<file path="src/shared/ppc_pkg.sv">
//======================================================================
// Notes on behaviour
// - adjust op raises destination requestor level to the source's if lower.
// - data access allowed only if current and requestor level <= descriptor.
// - alignment check only at level 3 with mask and flag both set.
// - when alignment check is on, unaligned reference faults, not performed.
// - levels 0, 1 and 2 never raise a misalignment fault.
// - page checks finish before the memory cycle is started.
// - domain or page-type failure suppresses the cycle and signals page fault.
// - checks run alongside translation, adding no cycle to a reference.
// - write-allow is entry bit 1, user/supervisor is entry bit 2.
// - permission bits of every paging level are evaluated.
// - user/supervisor 0 means supervisor-only, 1 means user page.
// - levels 0 to 2 are supervisor mode, level 3 is user mode.
// - supervisor reaches all pages, user only user pages, else fault.
// - write-allow 0 means read-only, 1 means read/write.
// - write-protect clear: supervisor may write any page.
// - write-protect set: read-only pages unwritable at every level.
// - user writes need user and read/write; user reads need user only.
package ppc_pkg;

   //===================================================================
   // widths and field positions
   localparam int PG_LEVELS     = 2;
   localparam int REG_AW        = 8;
   localparam int PTE_RW_BIT    = 1;
   localparam int PTE_US_BIT    = 2;
   localparam int CTRL_WP_BIT   = 0;
   localparam int CTRL_AM_BIT   = 1;
   localparam int EV_MISALIGN   = 0;
   localparam int EV_PAGE       = 1;
   localparam int EV_SEG_DENY   = 2;
   localparam int EV_W          = 3;

   //===================================================================
   // privilege levels
   localparam logic [1:0] LVL_USER = 2'h3;

   //===================================================================
   // register map, byte addresses
   localparam logic [REG_AW-1:0] OFS_CTRL      = 8'h00;
   localparam logic [REG_AW-1:0] OFS_IRQ_STAT  = 8'h04;
   localparam logic [REG_AW-1:0] OFS_IRQ_MASK  = 8'h08;
   localparam logic [REG_AW-1:0] OFS_FLT_INFO  = 8'h0C;
   localparam logic [REG_AW-1:0] OFS_FLT_ADDR  = 8'h10;

   //===================================================================
   // reset values and bus answers
   localparam logic [1:0]      RST_CTRL   = 2'h0;
   localparam logic [EV_W-1:0] RST_EV     = 3'h0;
   localparam logic [31:0]     RST_WORD   = 32'h0000_0000;
   localparam logic [1:0]      RESP_OKAY  = 2'h0;
   localparam logic [1:0]      RESP_SLVERR = 2'h2;

   //===================================================================
   // types
   typedef enum logic {
      SEL_ADJUST = 1'b0,
      SEL_DATA   = 1'b1
   } ppc_sel_op_type;

   typedef enum logic [1:0] {
      SZ_BYTE  = 2'b00,
      SZ_HALF  = 2'b01,
      SZ_WORD  = 2'b10,
      SZ_DWORD = 2'b11
   } ppc_size_type;

   typedef struct packed {
      logic                        valid;
      logic [31:0]                 addr;
      logic                        write;
      ppc_size_type                size;
      logic [1:0]                  current_level;
      logic                        align_check_flag;
      logic [PG_LEVELS-1:0][31:0]  entry;
   } ppc_mem_req_type;

   typedef struct packed {
      logic        mem_start;
      logic [31:0] addr;
      logic        write;
      logic        misalign_fault;
      logic        page_fault;
      logic        user;
   } ppc_mem_rsp_type;

   typedef struct packed {
      logic           valid;
      ppc_sel_op_type op;
      logic [15:0]    dst_sel;
      logic [15:0]    src_sel;
      logic [1:0]     current_level;
      logic [1:0]     descriptor_level;
   } ppc_sel_req_type;

   typedef struct packed {
      logic        done;
      logic [15:0] result_sel;
      logic        adjusted;
      logic        access_ok;
   } ppc_sel_rsp_type;

endpackage

</file>
<file path="src/verilog/ppc_page_perm.sv">
`timescale 1ns/10ps
`default_nettype none
module ppc_page_perm
   import ppc_pkg::*;
(
   // walk entries of one translation
   input  wire logic [PG_LEVELS-1:0][31:0] entry,
   // access attributes
   input  wire logic                       write,
   input  wire logic                       user,
   input  wire logic                       wp,
   // verdict
   output logic                            all_user,
   output logic                            all_rw,
   output logic                            fault
);

   logic [PG_LEVELS-1:0] us_bits;
   logic [PG_LEVELS-1:0] rw_bits;

   //===================================================================
   // permission bits of every level
   genvar gi;
   generate
      for (gi = 0; gi < PG_LEVELS; gi++) begin : g_lvl
         assign us_bits[gi] = entry[gi][PTE_US_BIT];
         assign rw_bits[gi] = entry[gi][PTE_RW_BIT];
      end
   endgenerate

   // most restrictive level wins: any supervisor or read-only level
   assign all_user = &us_bits;
   assign all_rw   = &rw_bits;

   wire dom_fail  = user & ~all_user;
   wire type_fail = write & ~all_rw & (user | wp);
   assign fault   = dom_fail | type_fail;

endmodule
`default_nettype wire

</file>
<file path="src/verilog/ppc_protect_check.sv">
`timescale 1ns/10ps
`default_nettype none
module ppc_protect_check
   import ppc_pkg::*;
(
   // clock and reset
   input  wire logic              clk_sys,
   input  wire logic              reset,
   // memory reference, with translation result
   input  wire ppc_mem_req_type   mem_req,
   output ppc_mem_rsp_type        mem_rsp,
   // selector operations
   input  wire ppc_sel_req_type   sel_req,
   output ppc_sel_rsp_type        sel_rsp,
   // axi4-lite write address
   input  wire logic              s_axi_awvalid,
   output logic                   s_axi_awready,
   input  wire logic [REG_AW-1:0] s_axi_awaddr,
   // axi4-lite write data
   input  wire logic              s_axi_wvalid,
   output logic                   s_axi_wready,
   input  wire logic [31:0]       s_axi_wdata,
   input  wire logic [3:0]        s_axi_wstrb,
   // axi4-lite write response
   output logic                   s_axi_bvalid,
   input  wire logic              s_axi_bready,
   output logic [1:0]             s_axi_bresp,
   // axi4-lite read address
   input  wire logic              s_axi_arvalid,
   output logic                   s_axi_arready,
   input  wire logic [REG_AW-1:0] s_axi_araddr,
   // axi4-lite read data
   output logic                   s_axi_rvalid,
   input  wire logic              s_axi_rready,
   output logic [31:0]            s_axi_rdata,
   output logic [1:0]             s_axi_rresp,
   // interrupt
   output logic                   irq
);

   //===================================================================
   // state
   ppc_mem_rsp_type       mem_rsp_ff;
   ppc_sel_rsp_type       sel_rsp_ff;
   logic [1:0]            ctrl_ff;
   logic [EV_W-1:0]       stat_ff;
   logic [EV_W-1:0]       mask_ff;
   logic [31:0]           flt_addr_ff;
   logic [2:0]            flt_info_ff;
   logic                  awready_ff;
   logic                  wready_ff;
   logic                  bvalid_ff;
   logic [1:0]            bresp_ff;
   logic                  arready_ff;
   logic                  rvalid_ff;
   logic [31:0]           rdata_ff;
   logic [1:0]            rresp_ff;
   logic [REG_AW-1:0]     awaddr_ff;
   logic [31:0]           wdata_ff;
   logic                  wstrb0_ff;
   logic                  irq_ff;

   //===================================================================
   // alignment check
   wire is_user  = (mem_req.current_level == LVL_USER);
   wire align_en = is_user & ctrl_ff[CTRL_AM_BIT]
                   & mem_req.align_check_flag;
   logic [2:0] low_mask;
   assign low_mask = (mem_req.size == SZ_BYTE) ? 3'h0 :
                     (mem_req.size == SZ_HALF) ? 3'h1 :
                     (mem_req.size == SZ_WORD) ? 3'h3 : 3'h7;
   wire unaligned = |(mem_req.addr[2:0] & low_mask);
   wire misalign  = mem_req.valid & align_en & unaligned;

   //===================================================================
   // page permission, in the same cycle as the translation result
   wire pg_fault_raw;
   ppc_page_perm u_perm (
      .entry    (mem_req.entry),
      .write    (mem_req.write),
      .user     (is_user),
      .wp       (ctrl_ff[CTRL_WP_BIT]),
      .all_user (),
      .all_rw   (),
      .fault    (pg_fault_raw)
   );
   // misalignment wins: a reference that never starts cannot page fault
   wire pg_fault  = mem_req.valid & ~misalign & pg_fault_raw;
   wire may_start = mem_req.valid & ~misalign & ~pg_fault_raw;

   //===================================================================
   // selector operations
   wire [1:0] dst_lvl   = sel_req.dst_sel[1:0];
   wire [1:0] src_lvl   = sel_req.src_sel[1:0];
   wire       raise     = (dst_lvl < src_lvl);
   wire [15:0] adj_sel  = raise ? {sel_req.dst_sel[15:2], src_lvl}
                                : sel_req.dst_sel;
   wire       data_ok   = (sel_req.current_level <= sel_req.descriptor_level)
                        & (dst_lvl <= sel_req.descriptor_level);
   wire       is_adjust = (sel_req.op == SEL_ADJUST);
   wire       seg_deny  = sel_req.valid & ~is_adjust & ~data_ok;

   //===================================================================
   // register bus decode
   wire aw_hs = s_axi_awvalid & awready_ff;
   wire w_hs  = s_axi_wvalid & wready_ff;
   wire ar_hs = s_axi_arvalid & arready_ff;
   wire aw_have = aw_hs | ~awready_ff;
   wire w_have  = w_hs | ~wready_ff;
   wire wr_go   = aw_have & w_have & ~bvalid_ff;
   wire [REG_AW-1:0] wr_addr = aw_hs ? s_axi_awaddr : awaddr_ff;
   wire [31:0]       wr_data = w_hs ? s_axi_wdata : wdata_ff;
   wire              wr_lane = w_hs ? s_axi_wstrb[0] : wstrb0_ff;
   wire wr_ctrl  = wr_go & wr_lane & (wr_addr == OFS_CTRL);
   wire wr_mask  = wr_go & wr_lane & (wr_addr == OFS_IRQ_MASK);
   wire wr_hit   = (wr_addr == OFS_CTRL) | (wr_addr == OFS_IRQ_MASK)
                 | (wr_addr == OFS_IRQ_STAT) | (wr_addr == OFS_FLT_INFO)
                 | (wr_addr == OFS_FLT_ADDR);
   wire rd_stat  = ar_hs & (s_axi_araddr == OFS_IRQ_STAT);
   wire rd_hit   = (s_axi_araddr == OFS_CTRL)
                 | (s_axi_araddr == OFS_IRQ_STAT)
                 | (s_axi_araddr == OFS_IRQ_MASK)
                 | (s_axi_araddr == OFS_FLT_INFO)
                 | (s_axi_araddr == OFS_FLT_ADDR);
   logic [31:0] rd_word;
   assign rd_word =
      (s_axi_araddr == OFS_CTRL)     ? {30'h0000_0000, ctrl_ff} :
      (s_axi_araddr == OFS_IRQ_STAT) ? {29'h0000_0000, stat_ff} :
      (s_axi_araddr == OFS_IRQ_MASK) ? {29'h0000_0000, mask_ff} :
      (s_axi_araddr == OFS_FLT_INFO) ? {29'h0000_0000, flt_info_ff} :
      (s_axi_araddr == OFS_FLT_ADDR) ? flt_addr_ff : RST_WORD;

   //===================================================================
   // interrupt status: an event in the clearing read's cycle survives
   wire [EV_W-1:0] events = {seg_deny, pg_fault, misalign};
   wire [EV_W-1:0] nxt_stat = (rd_stat ? RST_EV : stat_ff) | events;
   wire            any_flt  = misalign | pg_fault;

   //===================================================================
   // check results, one register stage that the translation has anyway
   always_ff @(posedge clk_sys) begin
      if (reset) begin
         mem_rsp_ff <= '0;
         sel_rsp_ff <= '0;
      end else begin
         mem_rsp_ff.mem_start      <= may_start;
         mem_rsp_ff.addr           <= mem_req.addr;
         mem_rsp_ff.write          <= mem_req.write;
         mem_rsp_ff.misalign_fault <= misalign;
         mem_rsp_ff.page_fault     <= pg_fault;
         mem_rsp_ff.user           <= is_user;
         sel_rsp_ff.done           <= sel_req.valid;
         sel_rsp_ff.result_sel     <= is_adjust ? adj_sel
                                                : sel_req.dst_sel;
         sel_rsp_ff.adjusted       <= is_adjust & raise;
         sel_rsp_ff.access_ok      <= is_adjust | data_ok;
      end
   end

   //===================================================================
   // software registers
   always_ff @(posedge clk_sys) begin
      if (reset) begin
         ctrl_ff     <= RST_CTRL;
         mask_ff     <= RST_EV;
         stat_ff     <= RST_EV;
         flt_addr_ff <= RST_WORD;
         flt_info_ff <= 3'h0;
         irq_ff      <= 1'b0;
      end else begin
         if (wr_ctrl) begin
            ctrl_ff <= wr_data[1:0];
         end
         if (wr_mask) begin
            mask_ff <= wr_data[EV_W-1:0];
         end
         stat_ff <= nxt_stat;
         if (any_flt) begin
            flt_addr_ff <= mem_req.addr;
            flt_info_ff <= {is_user, mem_req.write, misalign};
         end
         irq_ff <= |(stat_ff & mask_ff);
      end
   end

   //===================================================================
   // axi4-lite write channels, taken in either order
   always_ff @(posedge clk_sys) begin
      if (reset) begin
         awready_ff <= 1'b1;
         wready_ff  <= 1'b1;
         bvalid_ff  <= 1'b0;
         bresp_ff   <= RESP_OKAY;
         awaddr_ff  <= '0;
         wdata_ff   <= RST_WORD;
         wstrb0_ff  <= 1'b0;
      end else begin
         if (aw_hs) begin
            awaddr_ff  <= s_axi_awaddr;
            awready_ff <= 1'b0;
         end
         if (w_hs) begin
            wdata_ff  <= s_axi_wdata;
            wstrb0_ff <= s_axi_wstrb[0];
            wready_ff <= 1'b0;
         end
         if (wr_go) begin
            bvalid_ff <= 1'b1;
            bresp_ff  <= wr_hit ? RESP_OKAY : RESP_SLVERR;
         end else if (bvalid_ff & s_axi_bready) begin
            bvalid_ff  <= 1'b0;
            awready_ff <= 1'b1;
            wready_ff  <= 1'b1;
         end
      end
   end

   //===================================================================
   // axi4-lite read channels
   always_ff @(posedge clk_sys) begin
      if (reset) begin
         arready_ff <= 1'b1;
         rvalid_ff  <= 1'b0;
         rdata_ff   <= RST_WORD;
         rresp_ff   <= RESP_OKAY;
      end else if (ar_hs) begin
         arready_ff <= 1'b0;
         rvalid_ff  <= 1'b1;
         rdata_ff   <= rd_word;
         rresp_ff   <= rd_hit ? RESP_OKAY : RESP_SLVERR;
      end else if (rvalid_ff & s_axi_rready) begin
         arready_ff <= 1'b1;
         rvalid_ff  <= 1'b0;
      end
   end

   assign mem_rsp       = mem_rsp_ff;
   assign sel_rsp       = sel_rsp_ff;
   assign s_axi_awready = awready_ff;
   assign s_axi_wready  = wready_ff;
   assign s_axi_bvalid  = bvalid_ff;
   assign s_axi_bresp   = bresp_ff;
   assign s_axi_arready = arready_ff;
   assign s_axi_rvalid  = rvalid_ff;
   assign s_axi_rdata   = rdata_ff;
   assign s_axi_rresp   = rresp_ff;
   assign irq           = irq_ff;

   wire req_user_wr = mem_req.valid & is_user & mem_req.write;
   wire req_sup_wr  = mem_req.valid & ~is_user & mem_req.write;
   wire entries_rw  = mem_req.entry[0][PTE_RW_BIT]
                    & mem_req.entry[1][PTE_RW_BIT];
   wire entries_us  = mem_req.entry[0][PTE_US_BIT]
                    & mem_req.entry[1][PTE_US_BIT];
endmodule
`default_nettype wire
</file>
<file path="config.mk">
export PLATFORM = sky130hd
export DESIGN_NAME = ppc_protect_check
export DESIGN_NICKNAME = d
export VERILOG_FILES = /design/src/shared/ppc_pkg.sv /design/src/verilog/ppc_page_perm.sv /design/src/verilog/ppc_protect_check.sv
export SDC_FILE = /design/constraint.sdc
export NUM_CORES = 1
export LEC_CHECK = 0
export BUFFER_PORTS_ARGS = -buffer_cell sky130_fd_sc_hd__buf_2
export CORE_MARGIN = 2
export CORE_UTILIZATION = 42
export CTS_BUF_LIST = sky130_fd_sc_hd__clkbuf_2 sky130_fd_sc_hd__clkbuf_4 sky130_fd_sc_hd__clkbuf_8
export DETAILED_ROUTE_END_ITERATION = 8
export GPL_ROUTABILITY_DRIVEN = 1
export GPL_TIMING_DRIVEN = 0
export PLACE_DENSITY = 0.82
export SYNTH_ARGS = -nofsm -noshare
export SYNTH_HDL_FRONTEND = slang
export SYNTH_SLANG_ARGS = --single-unit
</file>
<file path="constraint.sdc">
create_clock -name clk_sys -period 1.75 [get_ports clk_sys]
set_clock_uncertainty 0.2 [all_clocks]
set_input_delay 0.175 -clock clk_sys [delete_from_list [all_inputs] [get_ports clk_sys]]
set_output_delay 0.175 -clock clk_sys [all_outputs]
set_load 0.005 [all_outputs]
</file>
==> impl_metrics.xml, run 1 <==
<?xml version="1.0" encoding="UTF-8"?>
<metrics>
  <group name="critical_path">
    <metric name="worstSetupPathType" unit="">reg2reg</metric>
    <metric name="crit_arrival" unit="ns">2.07</metric>
    <metric name="critical_path_end_type" unit="">flop</metric>
    <metric name="required_time_of_the_critical_path" unit="ns">1.90</metric>
    <metric name="critical_path.startpoint" unit="">ctrl_ff[0]</metric>
    <metric name="reg2reg_to" unit="">flt_addr_ff[17]</metric>
    <metric name="worst_setup_path_start_kind" unit="">flop</metric>
    <metric name="reg2reg_slack" unit="ns">-0.17</metric>
    <metric name="reg2reg_from" unit="">ctrl_ff[0]</metric>
    <metric name="cp_max_fo" unit="">10</metric>
    <metric name="worstRegToRegCells" unit="">6</metric>
  </group>
  <group name="routing">
    <metric name="drt_pass1_iterations" unit="">5</metric>
    <metric name="drt-vias-per-instance" unit="">4.994</metric>
    <metric name="overall_via_count_from_detail_route" unit="">5159</metric>
    <metric name="drt_first_iter_violations" unit="">317</metric>
    <metric name="drc" unit="">0</metric>
    <metric name="routed_wire_length_per_instance" unit="um">17.42</metric>
    <metric name="wl" unit="um">17990</metric>
    <metric name="ant_nets" unit="">0</metric>
  </group>
  <group name="clock_network">
    <metric name="insertion_delay" unit="ns">0.45</metric>
    <metric name="cts_htree_levels" unit="">4</metric>
    <metric name="clock_tree.root_cell" unit="">sky130_fd_sc_hd__clkbuf_8</metric>
    <metric name="cts_tree" unit="">yes</metric>
    <metric name="cts-buffers-inserted" unit="">17</metric>
    <metric name="clock_tree_buf_depth" unit="">2</metric>
    <metric name="hold_buf_count_cts" unit="">103</metric>
    <metric name="clk_transition_reported_paths" unit="ns">0.09</metric>
    <metric name="cts_num_sinks" unit="">151</metric>
  </group>
  <group name="logic_synthesis">
    <metric name="synth_top_area_frac" unit="">0.5517</metric>
    <metric name="synth_async_sr_flop_share" unit="">0</metric>
    <metric name="synth_seq_area_share" unit="">0.5517</metric>
    <metric name="synth_top_cells_by_area" unit="">sky130_fd_sc_hd__dfxtp_1 55%, sky130_fd_sc_hd__nor2b_1 10%, sky130_fd_sc_hd__mux2_2 7.4%, sky130_fd_sc_hd__a22oi_1 4.5%, sky130_fd_sc_hd__nor2_1 2.9%</metric>
    <metric name="yosys.cell_count.top_type" unit="">sky130_fd_sc_hd__dfxtp_1</metric>
    <metric name="synthesis.area" unit="um^2">5479</metric>
    <metric name="count_of_flip_flops_with_a_built_in_enable_after_synthesis" unit="">0</metric>
    <metric name="most_frequent_cells_after_synthesis" unit="">151 x sky130_fd_sc_hd__dfxtp_1, 89 x sky130_fd_sc_hd__nor2b_1, 42 x sky130_fd_sc_hd__nor2_1</metric>
    <metric name="postSynth.topFlopCell" unit="">sky130_fd_sc_hd__dfxtp_1</metric>
    <metric name="yosys_register_bits" unit="">151</metric>
    <metric name="synth_area_leader_cell" unit="">sky130_fd_sc_hd__dfxtp_1</metric>
    <metric name="number_of_unique_standard_cell_types_used_by_synthesis" unit="">50</metric>
    <metric name="post_synth_inst_count" unit="">530</metric>
    <metric name="synth_warnings" unit="">0</metric>
    <metric name="synth_area_per_cell" unit="um^2">10.34</metric>
  </group>
  <group name="status">
    <metric name="violations" unit="">negative hold slack, negative setup slack</metric>
    <metric name="status" unit="">finished, violations left</metric>
  </group>
  <group name="power">
    <metric name="p_clk_frac" unit="">0.370</metric>
    <metric name="power_density" unit="nW/um^2">862.9</metric>
    <metric name="max-vdd-ir-drop" unit="V">0.0008859</metric>
    <metric name="power_frac_seq" unit="">0.498</metric>
    <metric name="power.share.switching" unit="">0.2517</metric>
    <metric name="power_report.internal_total" unit="uW">5472</metric>
    <metric name="total_switching_power" unit="uW">1840</metric>
    <metric name="report.power.total" unit="uW">7313</metric>
    <metric name="combinationalPowerShare" unit="">0.132</metric>
    <metric name="power_leakage" unit="uW">0.003907</metric>
  </group>
  <group name="global_route">
    <metric name="track_usage" unit="">0.2529</metric>
    <metric name="grt_start_max_net_pins" unit="">20</metric>
    <metric name="number_of_global_route_vias_before_repair" unit="">5382</metric>
    <metric name="wire_length_of_the_first_global_routing_pass" unit="um">27790</metric>
    <metric name="grt_remaining_overflow" unit="">0</metric>
    <metric name="grt_antenna_before_repair" unit="">0</metric>
  </group>
  <group name="hold_path">
    <metric name="holdPathEnd" unit="">mem_rsp[36]</metric>
    <metric name="timing.hold.worst_path_depth" unit="">3</metric>
    <metric name="timing.hold.worst.class" unit="">in2reg</metric>
    <metric name="min_from" unit="">mem_req[69]</metric>
  </group>
  <group name="sta">
    <metric name="hold_ws" unit="ns">-0.05334</metric>
    <metric name="final.min_clock_period" unit="ns">1.919</metric>
    <metric name="fin_crit_sh" unit="">1.097</metric>
    <metric name="headroom_to_the_max_slew_limit" unit="">0.5630</metric>
    <metric name="worst_margin_slew" unit="ns">0.6555</metric>
    <metric name="maxClockFrequency" unit="MHz">521.1</metric>
    <metric name="finalSetupViolCount" unit="">39</metric>
    <metric name="post-route-worst-setup-slack" unit="ns">-0.1692</metric>
    <metric name="unrepaired_setup_endpoints_after_global_routing" unit="">true</metric>
    <metric name="slew_violations" unit="">0</metric>
    <metric name="timing.final.hold_violations" unit="">1</metric>
  </group>
  <group name="place">
    <metric name="port_buffers" unit="">185</metric>
    <metric name="placer_congestion" unit="">0.8227</metric>
    <metric name="post_dp_cell_area" unit="um^2">6660</metric>
    <metric name="place_hpwl" unit="um">10440</metric>
  </group>
  <group name="finish">
    <metric name="postLayoutCellArea" unit="um^2">8474</metric>
    <metric name="post_route_cells_drive_above_1_share" unit="">0.3566</metric>
    <metric name="final_net_count" unit="">1055</metric>
    <metric name="area_delta_synth_final" unit="%">54.67</metric>
    <metric name="antenna_cells_inserted" unit="">0</metric>
  </group>
  <group name="floorplan">
    <metric name="coreArea" unit="um^2">12670</metric>
    <metric name="io_pins" unit="">298</metric>
    <metric name="die-width" unit="um">118.2</metric>
    <metric name="fp-row-count" unit="">41</metric>
    <metric name="die_area" unit="um^2">13970</metric>
    <metric name="fp.dieH" unit="um">118.2</metric>
    <metric name="initial_utilization" unit="">0.4324</metric>
  </group>
  <group name="flow_run">
    <metric name="max_cap_violations" unit="">0</metric>
  </group>
</metrics>
==> logic make-up after synthesis <==
kind of cell | after synthesis | synth area share
and+or+nand+nor | 189 | 0.1914
DFF | 151 | 0.5517
AOI/OAI and AO/OA | 92 | 0.1192
buffers and inverters | 48 | 0.03654
muxes | 43 | 0.08678
adders and majority gates | 6 | 0.01370
other | 1 | 0.0006844
==> cells in the final DEF, fill, tap and decap left out, drive strengths merged, types with 3 or more instances in the layout <==
master       Yosys  layout
clkbuf          23      43
nor4             3       3
nor2b           89      89
a21oi           20      20
buf             10     208
a32oi            3       3
inv             15      17
and3             3       3
nor2            42      42
o22a             3       3
nand2b           6       6
and2             3       3
o21ai            9       9
clkinv           0       4
nand2           27      27
mux2i            7       7
a211oi           4       4
nand3            3       3
dfxtp          151     151
nor3             3       3
dlygate4sd3      0     102
ha               6       6
mux2            36      36
a22oi           34      34
or2              3       3
==> worst max-delay path, stage by stage (launching register included) <==
cell	delay, ns
sky130_fd_sc_hd__dfxtp_2	0.33
sky130_fd_sc_hd__a21o_1	0.16
sky130_fd_sc_hd__a32o_2	0.25
sky130_fd_sc_hd__a22oi_2	0.19
sky130_fd_sc_hd__buf_6	0.19
sky130_fd_sc_hd__buf_12	0.15
sky130_fd_sc_hd__mux2_2	0.35
==> sequential cells by signal (all words and copies together), names as in the netlist, 8 cells and up <==
name and count:
flt_addr_ff 32, sel_rsp 19, awaddr_ff 8, s_axi_rdata 32
mem_rsp 37
==> routing by layer <==
layer  vias up  share of wire  global-route usage
met4         0          0.021             0.08810
met1      2454           0.41              0.2902
met3        32          0.076             0.08349
met2       218           0.50              0.4393
li1       2455              -                   -
met5         -              0                   0
==> per-stage QoR <==
| step | std cells | util | TNS (ns) | setup WS, ns |
|---|---|---|---|---|
| floorplan | 531 | - | -4.479 | -0.1360 |
| global placement | 888 | 0.5256 | -21.81 | -0.3648 |
| detailed placement | 888 | 0.5256 | -24.39 | -0.4255 |
| CTS | 1029 | 0.6554 | -5.528 | -0.1815 |
| global route | 1033 | 0.6688 | -7.550 | -0.2419 |
| finish | 1033 | 0.6688 | -4.710 | -0.1692 |
==> layout make-up <==
| cell class | instances | area, um^2 |
|---|---|---|
| inverter | 15 | 56.30 |
| buffer | 29 | 186.4 |
| clock inverter | 10 | 120.1 |
| timing repair buffer | 303 | 2120 |
| clock buffer | 21 | 276.5 |
| fill | 966 | 4197 |
| tap | 172 | 215.2 |
| sequential | 151 | 3033 |
| multi-input combinational | 332 | 2467 |
==> worst max-delay path by stage <==
stage | end | slack (ns) | cells after the start
global route | flt_addr_ff[17] | -0.24 | 6
finish | flt_addr_ff[17] | -0.17 | 6
detailed placement | s_axi_rdata[25] | -0.43 | 7
floorplan | flt_addr_ff[10] | -0.14 | 5
CTS | flt_addr_ff[6] | -0.18 | 6
global placement | flt_addr_ff[7] | -0.36 | 5
==> power by group through the flow <==
stage / clock (uW) / sequential [uW] / combinational (uW)
finish: 2710 / 3640 / 967
detailed placement: 0 / 3700 / 646
global route: 2910 / 3650 / 1040
floorplan: 0 / 3710 / 344
global placement: 0 / 3700 / 635
CTS: 2730 / 3630 / 900
==> repair_timing <==
| item | CTS | global route |
|---|---|---|
| gates resized for setup | 34 | 38 |
| hold endpoints to repair | 114 | 1 |
| pin swaps | 4 | 6 |
| endpoints found under the setup margin | 68 | 85 |
| cloned | 1 | 1 |
| buffers inserted | 7 | 7 |
Power figures use the tool's default switching activity.
==> run 2, diff against run 1 <==
--- a/config.mk
+++ b/config.mk
@@ -6,13 +6,13 @@
 export NUM_CORES = 1
 export LEC_CHECK = 0
 export BUFFER_PORTS_ARGS = -buffer_cell sky130_fd_sc_hd__buf_2
-export CORE_MARGIN = 2
-export CORE_UTILIZATION = 42
+export CORE_AREA = 2 2 116 118
 export CTS_BUF_LIST = sky130_fd_sc_hd__clkbuf_2 sky130_fd_sc_hd__clkbuf_4 sky130_fd_sc_hd__clkbuf_8
 export DETAILED_ROUTE_END_ITERATION = 8
+export DIE_AREA = 0 0 118 120
 export GPL_ROUTABILITY_DRIVEN = 1
 export GPL_TIMING_DRIVEN = 0
-export PLACE_DENSITY = 0.82
+export PLACE_DENSITY = 0.73
 export SYNTH_ARGS = -nofsm -noshare
 export SYNTH_HDL_FRONTEND = slang
 export SYNTH_SLANG_ARGS = --single-unit
==> constraint.sdc (replaced) <==
create_clock -name clk_sys -period 1.9 [get_ports clk_sys]
set_clock_uncertainty 0.2 [all_clocks]
set_input_delay 0.19 -clock clk_sys [delete_from_list [all_inputs] [get_ports clk_sys]]
set_output_delay 0.19 -clock clk_sys [all_outputs]
set_load 0.005 [all_outputs]
==> run 2 against run 1 <==
  * Largest cell class unchanged
  * Sequential power shrank 8.2%
  * Power fell by 9.2%
  * Count of clock-buffer cells in the layout up 4
  * Sequential share of layout area about the same
  * Critical path type unchanged
  * The flow finishes with violations (negative setup slack)
==> impl_metrics.xml, run 2 (synthesis results as in run 1) <==
<?xml version="1.0" encoding="UTF-8"?>
<metrics>
  <group name="routing">
    <metric name="drc" unit="">0</metric>
    <metric name="drt-vias-per-instance" unit="">4.960</metric>
    <metric name="ant_nets" unit="">0</metric>
    <metric name="routed_wire_length_per_instance" unit="um">16.74</metric>
    <metric name="wl" unit="um">17370</metric>
    <metric name="drt_first_iter_violations" unit="">300</metric>
    <metric name="drt_pass1_iterations" unit="">5</metric>
    <metric name="overall_via_count_from_detail_route" unit="">5148</metric>
  </group>
  <group name="clock_network">
    <metric name="clock_tree.root_cell" unit="">sky130_fd_sc_hd__clkbuf_8</metric>
    <metric name="insertion_delay" unit="ns">0.44</metric>
    <metric name="cts_num_sinks" unit="">151</metric>
    <metric name="clk_transition_reported_paths" unit="ns">0.08</metric>
    <metric name="cts_htree_levels" unit="">4</metric>
    <metric name="cts-buffers-inserted" unit="">17</metric>
    <metric name="clock_tree_buf_depth" unit="">2</metric>
    <metric name="cts_tree" unit="">yes</metric>
  </group>
  <group name="critical_path">
    <metric name="reg2reg_from" unit="">ctrl_ff[0]</metric>
    <metric name="path_delay_family" unit="">compound AO/OA/AOI/OAI gates</metric>
    <metric name="reg2reg_to" unit="">flt_addr_ff[18]</metric>
    <metric name="reg2reg_slack" unit="ns">-0.04</metric>
    <metric name="path_cells" unit="">a21o_1, a32o_2, a22oi_2, buf_6, clkbuf_16, mux2_4</metric>
    <metric name="worstRegToRegCells" unit="">6</metric>
    <metric name="critical_path_cell_count" unit="">6</metric>
    <metric name="worst_setup_path_start_kind" unit="">flop</metric>
    <metric name="worstSetupPathType" unit="">reg2reg</metric>
    <metric name="setup.worst_path.end" unit="">flt_addr_ff[18]</metric>
    <metric name="worst_path_max_delay_cell" unit="">sky130_fd_sc_hd__dfxtp_2</metric>
    <metric name="critical_path.startpoint" unit="">ctrl_ff[0]</metric>
    <metric name="crit_arrival" unit="ns">2.07</metric>
    <metric name="cp_max_fo" unit="">8</metric>
    <metric name="required_time_of_the_critical_path" unit="ns">2.03</metric>
    <metric name="crit_path_max_incr_delay" unit="ns">0.32</metric>
    <metric name="critPathBufInv" unit="">2</metric>
    <metric name="critical_path_end_type" unit="">flop</metric>
  </group>
  <group name="finish">
    <metric name="layout_commonest_cell" unit="">sky130_fd_sc_hd__buf_2</metric>
    <metric name="mostFrequentLayoutCells" unit="">187 x sky130_fd_sc_hd__buf_2, 148 x sky130_fd_sc_hd__dfxtp_1, 101 x sky130_fd_sc_hd__dlygate4sd3_1</metric>
    <metric name="largest_reg_flops" unit="">37</metric>
    <metric name="postLayoutCellArea" unit="um^2">8448</metric>
    <metric name="final_net_count" unit="">1054</metric>
    <metric name="area_delta_synth_final" unit="%">54.19</metric>
    <metric name="post_route_cells_drive_above_1_share" unit="">0.3449</metric>
  </group>
  <group name="status">
    <metric name="violations" unit="">negative setup slack</metric>
    <metric name="status" unit="">finished, violations left</metric>
  </group>
  <group name="floorplan">
    <metric name="fp.dieH" unit="um">120</metric>
    <metric name="initial_utilization" unit="">0.4221</metric>
    <metric name="die_area" unit="um^2">14160</metric>
    <metric name="io_pins" unit="">298</metric>
    <metric name="coreArea" unit="um^2">12980</metric>
    <metric name="fp-row-count" unit="">42</metric>
    <metric name="die-width" unit="um">118</metric>
  </group>
  <group name="sta">
    <metric name="timing.setup.tns" unit="ns">-0.4098</metric>
    <metric name="hold_ws" unit="ns">0.02704</metric>
    <metric name="post-route-worst-setup-slack" unit="ns">-0.04496</metric>
    <metric name="unrepaired_setup_endpoints_after_global_routing" unit="">true</metric>
    <metric name="slew_violations" unit="">0</metric>
    <metric name="headroom_to_the_max_slew_limit" unit="">0.6115</metric>
    <metric name="final.min_clock_period" unit="ns">1.945</metric>
    <metric name="worst_margin_slew" unit="ns">0.5828</metric>
    <metric name="fin_crit_sh" unit="">1.024</metric>
    <metric name="timing.final.hold_violations" unit="">0</metric>
    <metric name="finalSetupViolCount" unit="">18</metric>
    <metric name="maxClockFrequency" unit="MHz">514.1</metric>
  </group>
  <group name="power">
    <metric name="p_clk_frac" unit="">0.363</metric>
    <metric name="power_report.internal_total" unit="uW">5007</metric>
    <metric name="power.share.switching" unit="">0.2461</metric>
    <metric name="total_switching_power" unit="uW">1634</metric>
    <metric name="report.power.total" unit="uW">6641</metric>
    <metric name="max-vdd-ir-drop" unit="V">0.0004275</metric>
    <metric name="combinationalPowerShare" unit="">0.133</metric>
    <metric name="power_leakage" unit="uW">0.003918</metric>
    <metric name="power_density" unit="nW/um^2">786.1</metric>
    <metric name="power_frac_seq" unit="">0.504</metric>
  </group>
  <group name="place">
    <metric name="worst_setup_slack_after_placement" unit="ns">-0.3554</metric>
    <metric name="port_buffers" unit="">185</metric>
    <metric name="placer_congestion" unit="">0.8226</metric>
    <metric name="post_dp_cell_area" unit="um^2">6636</metric>
    <metric name="place_hpwl" unit="um">10380</metric>
  </group>
  <group name="global_route">
    <metric name="grt_remaining_overflow" unit="">0</metric>
    <metric name="wire_length_of_the_first_global_routing_pass" unit="um">26830</metric>
    <metric name="number_of_global_route_vias_before_repair" unit="">5336</metric>
    <metric name="grt_antenna_before_repair" unit="">1</metric>
    <metric name="grt_start_max_net_pins" unit="">20</metric>
    <metric name="track_usage" unit="">0.2400</metric>
  </group>
  <group name="flow_run">
    <metric name="max_cap_violations" unit="">0</metric>
  </group>
  <group name="hold_path">
    <metric name="timing.hold.worst.class" unit="">in2reg</metric>
  </group>
</metrics>
[run 2: worst min path at each step]
stage | start | to | depth (start not counted)
after floorplan | sel_req[36] | sel_rsp[1] | 1
after global placement | sel_req[27] | sel_rsp[9] | 2
after detailed placement | sel_req[30] | sel_rsp[12] | 2
after CTS | reset | mem_rsp[3] | 2
after global routing | reset | sel_rsp[9] | 2
final | reset | awaddr_ff[4] | 2
[run 2: area by class of cell]
cell class	instances	area, um^2
Inverter	15	56.30
Clock buffer	25	319.1
Tap cell	176	220.2
Antenna cell	1	2.502
Fill cell	1004	4532
Buffer	32	188.9
Clock inverter	7	68.82
Multi-Input combinational cell	332	2465
Sequential cell	151	3027
Timing Repair Buffer	299	2101
[run 2: worst register-to-register path, cell delays in order (launching register included)]
cell	delay, ns
sky130_fd_sc_hd__dfxtp_2	0.32
sky130_fd_sc_hd__a21o_1	0.17
sky130_fd_sc_hd__a32o_2	0.26
sky130_fd_sc_hd__a22oi_2	0.17
sky130_fd_sc_hd__buf_6	0.23
sky130_fd_sc_hd__clkbuf_16	0.19
sky130_fd_sc_hd__mux2_4	0.30
[run 2: power by group through the flow]
stage	combinational (uW)	clock (uW)	sequential, uW
after floorplan	312	0	3410
after global placement	569	0	3410
after detailed placement	584	0	3410
after CTS	803	2440	3340
after global routing	953	2600	3360
final	886	2410	3340
[run 2: routing by layer]
layer  up-vias  global-route usage  share of wire
li1       2455                   -              -
met1      2432              0.2681           0.41
met2       224              0.4251           0.49
met3        37             0.07414          0.075
met4         0             0.09714          0.022
met5         -                   0              0
[run 2: timing repair]
item,in CTS,in global routing
resized for setup,35,32
cloned,1,2
endpoints found under the setup margin,59,52
setup buffers,7,3
pin swaps,3,6
hold endpoints to repair,108,0
hold buffers,101,0
[run 2: stage by stage]
stage	util	cells
after global placement	0.5113	892
after global routing	0.6509	1038
final	0.6509	1038
after detailed placement	0.5113	892
after CTS	0.6348	1032
after floorplan	-	531
==> run 3, diff against run 2 <==
--- a/config.mk
+++ b/config.mk
@@ -12,7 +12,7 @@
 export DIE_AREA = 0 0 118 120
 export GPL_ROUTABILITY_DRIVEN = 1
 export GPL_TIMING_DRIVEN = 0
-export PLACE_DENSITY = 0.73
+export PLACE_DENSITY = 0.77
 export SYNTH_ARGS = -nofsm -noshare
 export SYNTH_HDL_FRONTEND = slang
 export SYNTH_SLANG_ARGS = --single-unit
==> run 3 against run 2 <==
  * The flow still finishes with violations (negative setup slack)
  * Die area unchanged
  * Via count rose by 1.9%
  * Fmax down 5.2%
  * Critical endpoint is now mask_ff[2]
  * Global-route usage increased by 1.3 points
  * Sequential cell count did not move
  * Count of clock-buffer cells in the layout shrank 7
  * Non-clock buffer count up 14
  * Register-to-register slack got worse by 0.11 ns
  * Worst setup slack worse by 0.11 ns
==> impl_metrics.xml, run 3 (synthesis results as in run 1) <==
<?xml version="1.0" encoding="UTF-8"?>
<metrics>
  <group name="status">
    <metric name="status" unit="">finished, violations left</metric>
    <metric name="violations" unit="">negative setup slack</metric>
  </group>
  <group name="critical_path">
    <metric name="critical_path_end_type" unit="">flop</metric>
    <metric name="critPathBufInv" unit="">1</metric>
    <metric name="worst_setup_path_start_kind" unit="">flop</metric>
    <metric name="worstSetupPathType" unit="">reg2reg</metric>
    <metric name="worstRegToRegCells" unit="">5</metric>
    <metric name="path_cells" unit="">buf_6, nand2_8, a221o_1, nor4_4, mux2_4</metric>
    <metric name="required_time_of_the_critical_path" unit="ns">2.05</metric>
    <metric name="cp_max_fo" unit="">7</metric>
    <metric name="path_delay_family" unit="">simple AND/OR/NAND/NOR gates</metric>
    <metric name="worst_path_max_delay_cell" unit="">sky130_fd_sc_hd__a221o_1</metric>
    <metric name="crit_path_max_incr_delay" unit="ns">0.44</metric>
    <metric name="crit_arrival" unit="ns">2.20</metric>
    <metric name="critical_path_cell_count" unit="">5</metric>
  </group>
  <group name="global_route">
    <metric name="wire_length_of_the_first_global_routing_pass" unit="um">27700</metric>
    <metric name="track_usage" unit="">0.2529</metric>
    <metric name="grt_start_max_net_pins" unit="">20</metric>
    <metric name="number_of_global_route_vias_before_repair" unit="">5332</metric>
    <metric name="grt_antenna_before_repair" unit="">1</metric>
    <metric name="grt_remaining_overflow" unit="">0</metric>
  </group>
  <group name="clock_network">
    <metric name="clock_tree_buf_depth" unit="">2</metric>
    <metric name="cts_htree_levels" unit="">4</metric>
    <metric name="cts_num_sinks" unit="">151</metric>
    <metric name="clock_tree.root_cell" unit="">sky130_fd_sc_hd__clkbuf_8</metric>
    <metric name="cts_tree" unit="">yes</metric>
    <metric name="cts-buffers-inserted" unit="">17</metric>
    <metric name="clk_transition_reported_paths" unit="ns">0.08</metric>
    <metric name="insertion_delay" unit="ns">0.47</metric>
  </group>
  <group name="routing">
    <metric name="drt_first_iter_violations" unit="">340</metric>
    <metric name="wl" unit="um">18440</metric>
    <metric name="ant_nets" unit="">0</metric>
    <metric name="top_layer" unit="">met5</metric>
    <metric name="route.layer.met1.wl" unit="um">7342</metric>
    <metric name="drc" unit="">0</metric>
    <metric name="drt_pass1_iterations" unit="">5</metric>
    <metric name="routed_wire_length_per_instance" unit="um">17.56</metric>
    <metric name="drt-vias-per-instance" unit="">4.997</metric>
    <metric name="routed-wl-met2" unit="um">9200</metric>
    <metric name="routed-wl-met3" unit="um">1421</metric>
    <metric name="overall_via_count_from_detail_route" unit="">5247</metric>
  </group>
  <group name="finish">
    <metric name="layout_commonest_cell" unit="">sky130_fd_sc_hd__buf_2</metric>
    <metric name="layoutNonFillerInstCount" unit="">1050</metric>
    <metric name="postLayoutCellArea" unit="um^2">8637</metric>
    <metric name="final_net_count" unit="">1068</metric>
    <metric name="area_delta_synth_final" unit="%">57.64</metric>
    <metric name="largest_reg_flops" unit="">37</metric>
    <metric name="post_route_cells_drive_above_1_share" unit="">0.3478</metric>
    <metric name="mostFrequentLayoutCells" unit="">187 x sky130_fd_sc_hd__buf_2, 148 x sky130_fd_sc_hd__dfxtp_1, 109 x sky130_fd_sc_hd__dlygate4sd3_1</metric>
    <metric name="antenna_cells_inserted" unit="">0</metric>
  </group>
  <group name="floorplan">
    <metric name="fp-row-count" unit="">42</metric>
    <metric name="die-width" unit="um">118</metric>
    <metric name="coreArea" unit="um^2">12980</metric>
    <metric name="initial_utilization" unit="">0.4221</metric>
    <metric name="die_area" unit="um^2">14160</metric>
    <metric name="fp.dieH" unit="um">120</metric>
    <metric name="io_pins" unit="">298</metric>
  </group>
  <group name="place">
    <metric name="placer_congestion" unit="">0.7773</metric>
    <metric name="port_buffers" unit="">185</metric>
    <metric name="place_hpwl" unit="um">10280</metric>
    <metric name="placed_cells" unit="">892</metric>
    <metric name="post_dp_cell_area" unit="um^2">6636</metric>
  </group>
  <group name="power">
    <metric name="max-vdd-ir-drop" unit="V">0.0006049</metric>
    <metric name="report.power.total" unit="uW">7015</metric>
    <metric name="power_density" unit="nW/um^2">812.2</metric>
    <metric name="power_leakage" unit="uW">0.004017</metric>
  </group>
  <group name="sta">
    <metric name="headroom_to_the_max_slew_limit" unit="">0.5729</metric>
    <metric name="final.min_clock_period" unit="ns">2.053</metric>
    <metric name="unrepaired_setup_endpoints_after_global_routing" unit="">true</metric>
    <metric name="finalSetupViolCount" unit="">32</metric>
    <metric name="maxClockFrequency" unit="MHz">487.2</metric>
    <metric name="fin_crit_sh" unit="">1.080</metric>
    <metric name="hold_ws" unit="ns">0.02676</metric>
    <metric name="timing.final.hold_violations" unit="">0</metric>
    <metric name="post-route-worst-setup-slack" unit="ns">-0.1526</metric>
    <metric name="slew_violations" unit="">0</metric>
    <metric name="worst_margin_slew" unit="ns">0.6407</metric>
  </group>
  <group name="flow_run">
    <metric name="max_cap_violations" unit="">0</metric>
  </group>
  <group name="hold_path">
    <metric name="timing.hold.worst.class" unit="">in2reg</metric>
    <metric name="timing.hold.worst_path_depth" unit="">2</metric>
  </group>
</metrics>
==> run 3: cell count changes in the layout (fill, tap and decap cells not counted), sizes merged, moves of 2 or more <==
cell / change
dlygate4sd3: +8
clkbuf: -9
buf: +7
bufinv: +3
clkinv: -2
inv: +5
==> run 3: layer usage <==
metal  track usage  vias to the layer above
met4       0.08208                        2
met5             0                        -
met3       0.09268                       46
li1              -                     2484
met2        0.4455                      238
met1        0.2838                     2477
==> run 3: layout make-up <==
cell class	instances	area, um^2
plain buffers	31	182.7
clock buffers	18	247.7
clock inverters	13	192.7
fillers	972	4343
inverters	15	56.30
multi-input cells	332	2456
flip-flops and latches	151	3027
well taps	176	220.2
repair buffers	314	2255
==> run 3: where the power goes <==
part	internal, uW	total (uW)	switching, uW
clock network	1480	2740	1260
registers	3290	3350	56.8
logic	511	928	417
total	5280	7020	1740
==> run 3: timing repair <==
| action | in CTS | in global routing |
|---|---|---|
| buffers inserted | 9 | 8 |
| hold endpoints to repair | 113 | 2 |
| hold buffers | 109 | 2 |
| pin swaps | 4 | 4 |
| endpoints found under the setup margin | 57 | 49 |
| gates cloned | 2 | 1 |
| resized for setup | 36 | 32 |
==> run 3: final timing paths <==
check	slack (ns)	end	startpoint
worst min-delay path	0.03	mem_rsp[6]	reset
worst max-delay path	-0.15	mask_ff[2]	s_axi_awready
worst min register to register	0.28	wdata_ff[2]	wdata_ff[2]
worst max register to register	-0.15	mask_ff[2]	s_axi_awready
==> run 3: per-stage QoR <==
stage	util	setup TNS, ns	setup slack, ns
6_report	0.6654	-1.092	-0.1526
5_1_grt	0.6654	-3.046	-0.2199
4_1_cts	0.6502	-0.7065	-0.06261
3_5_place_dp	0.5113	-14.12	-0.3356
3_3_place_gp	0.5113	-15.27	-0.3483
2_1_floorplan	-	0	0.007588
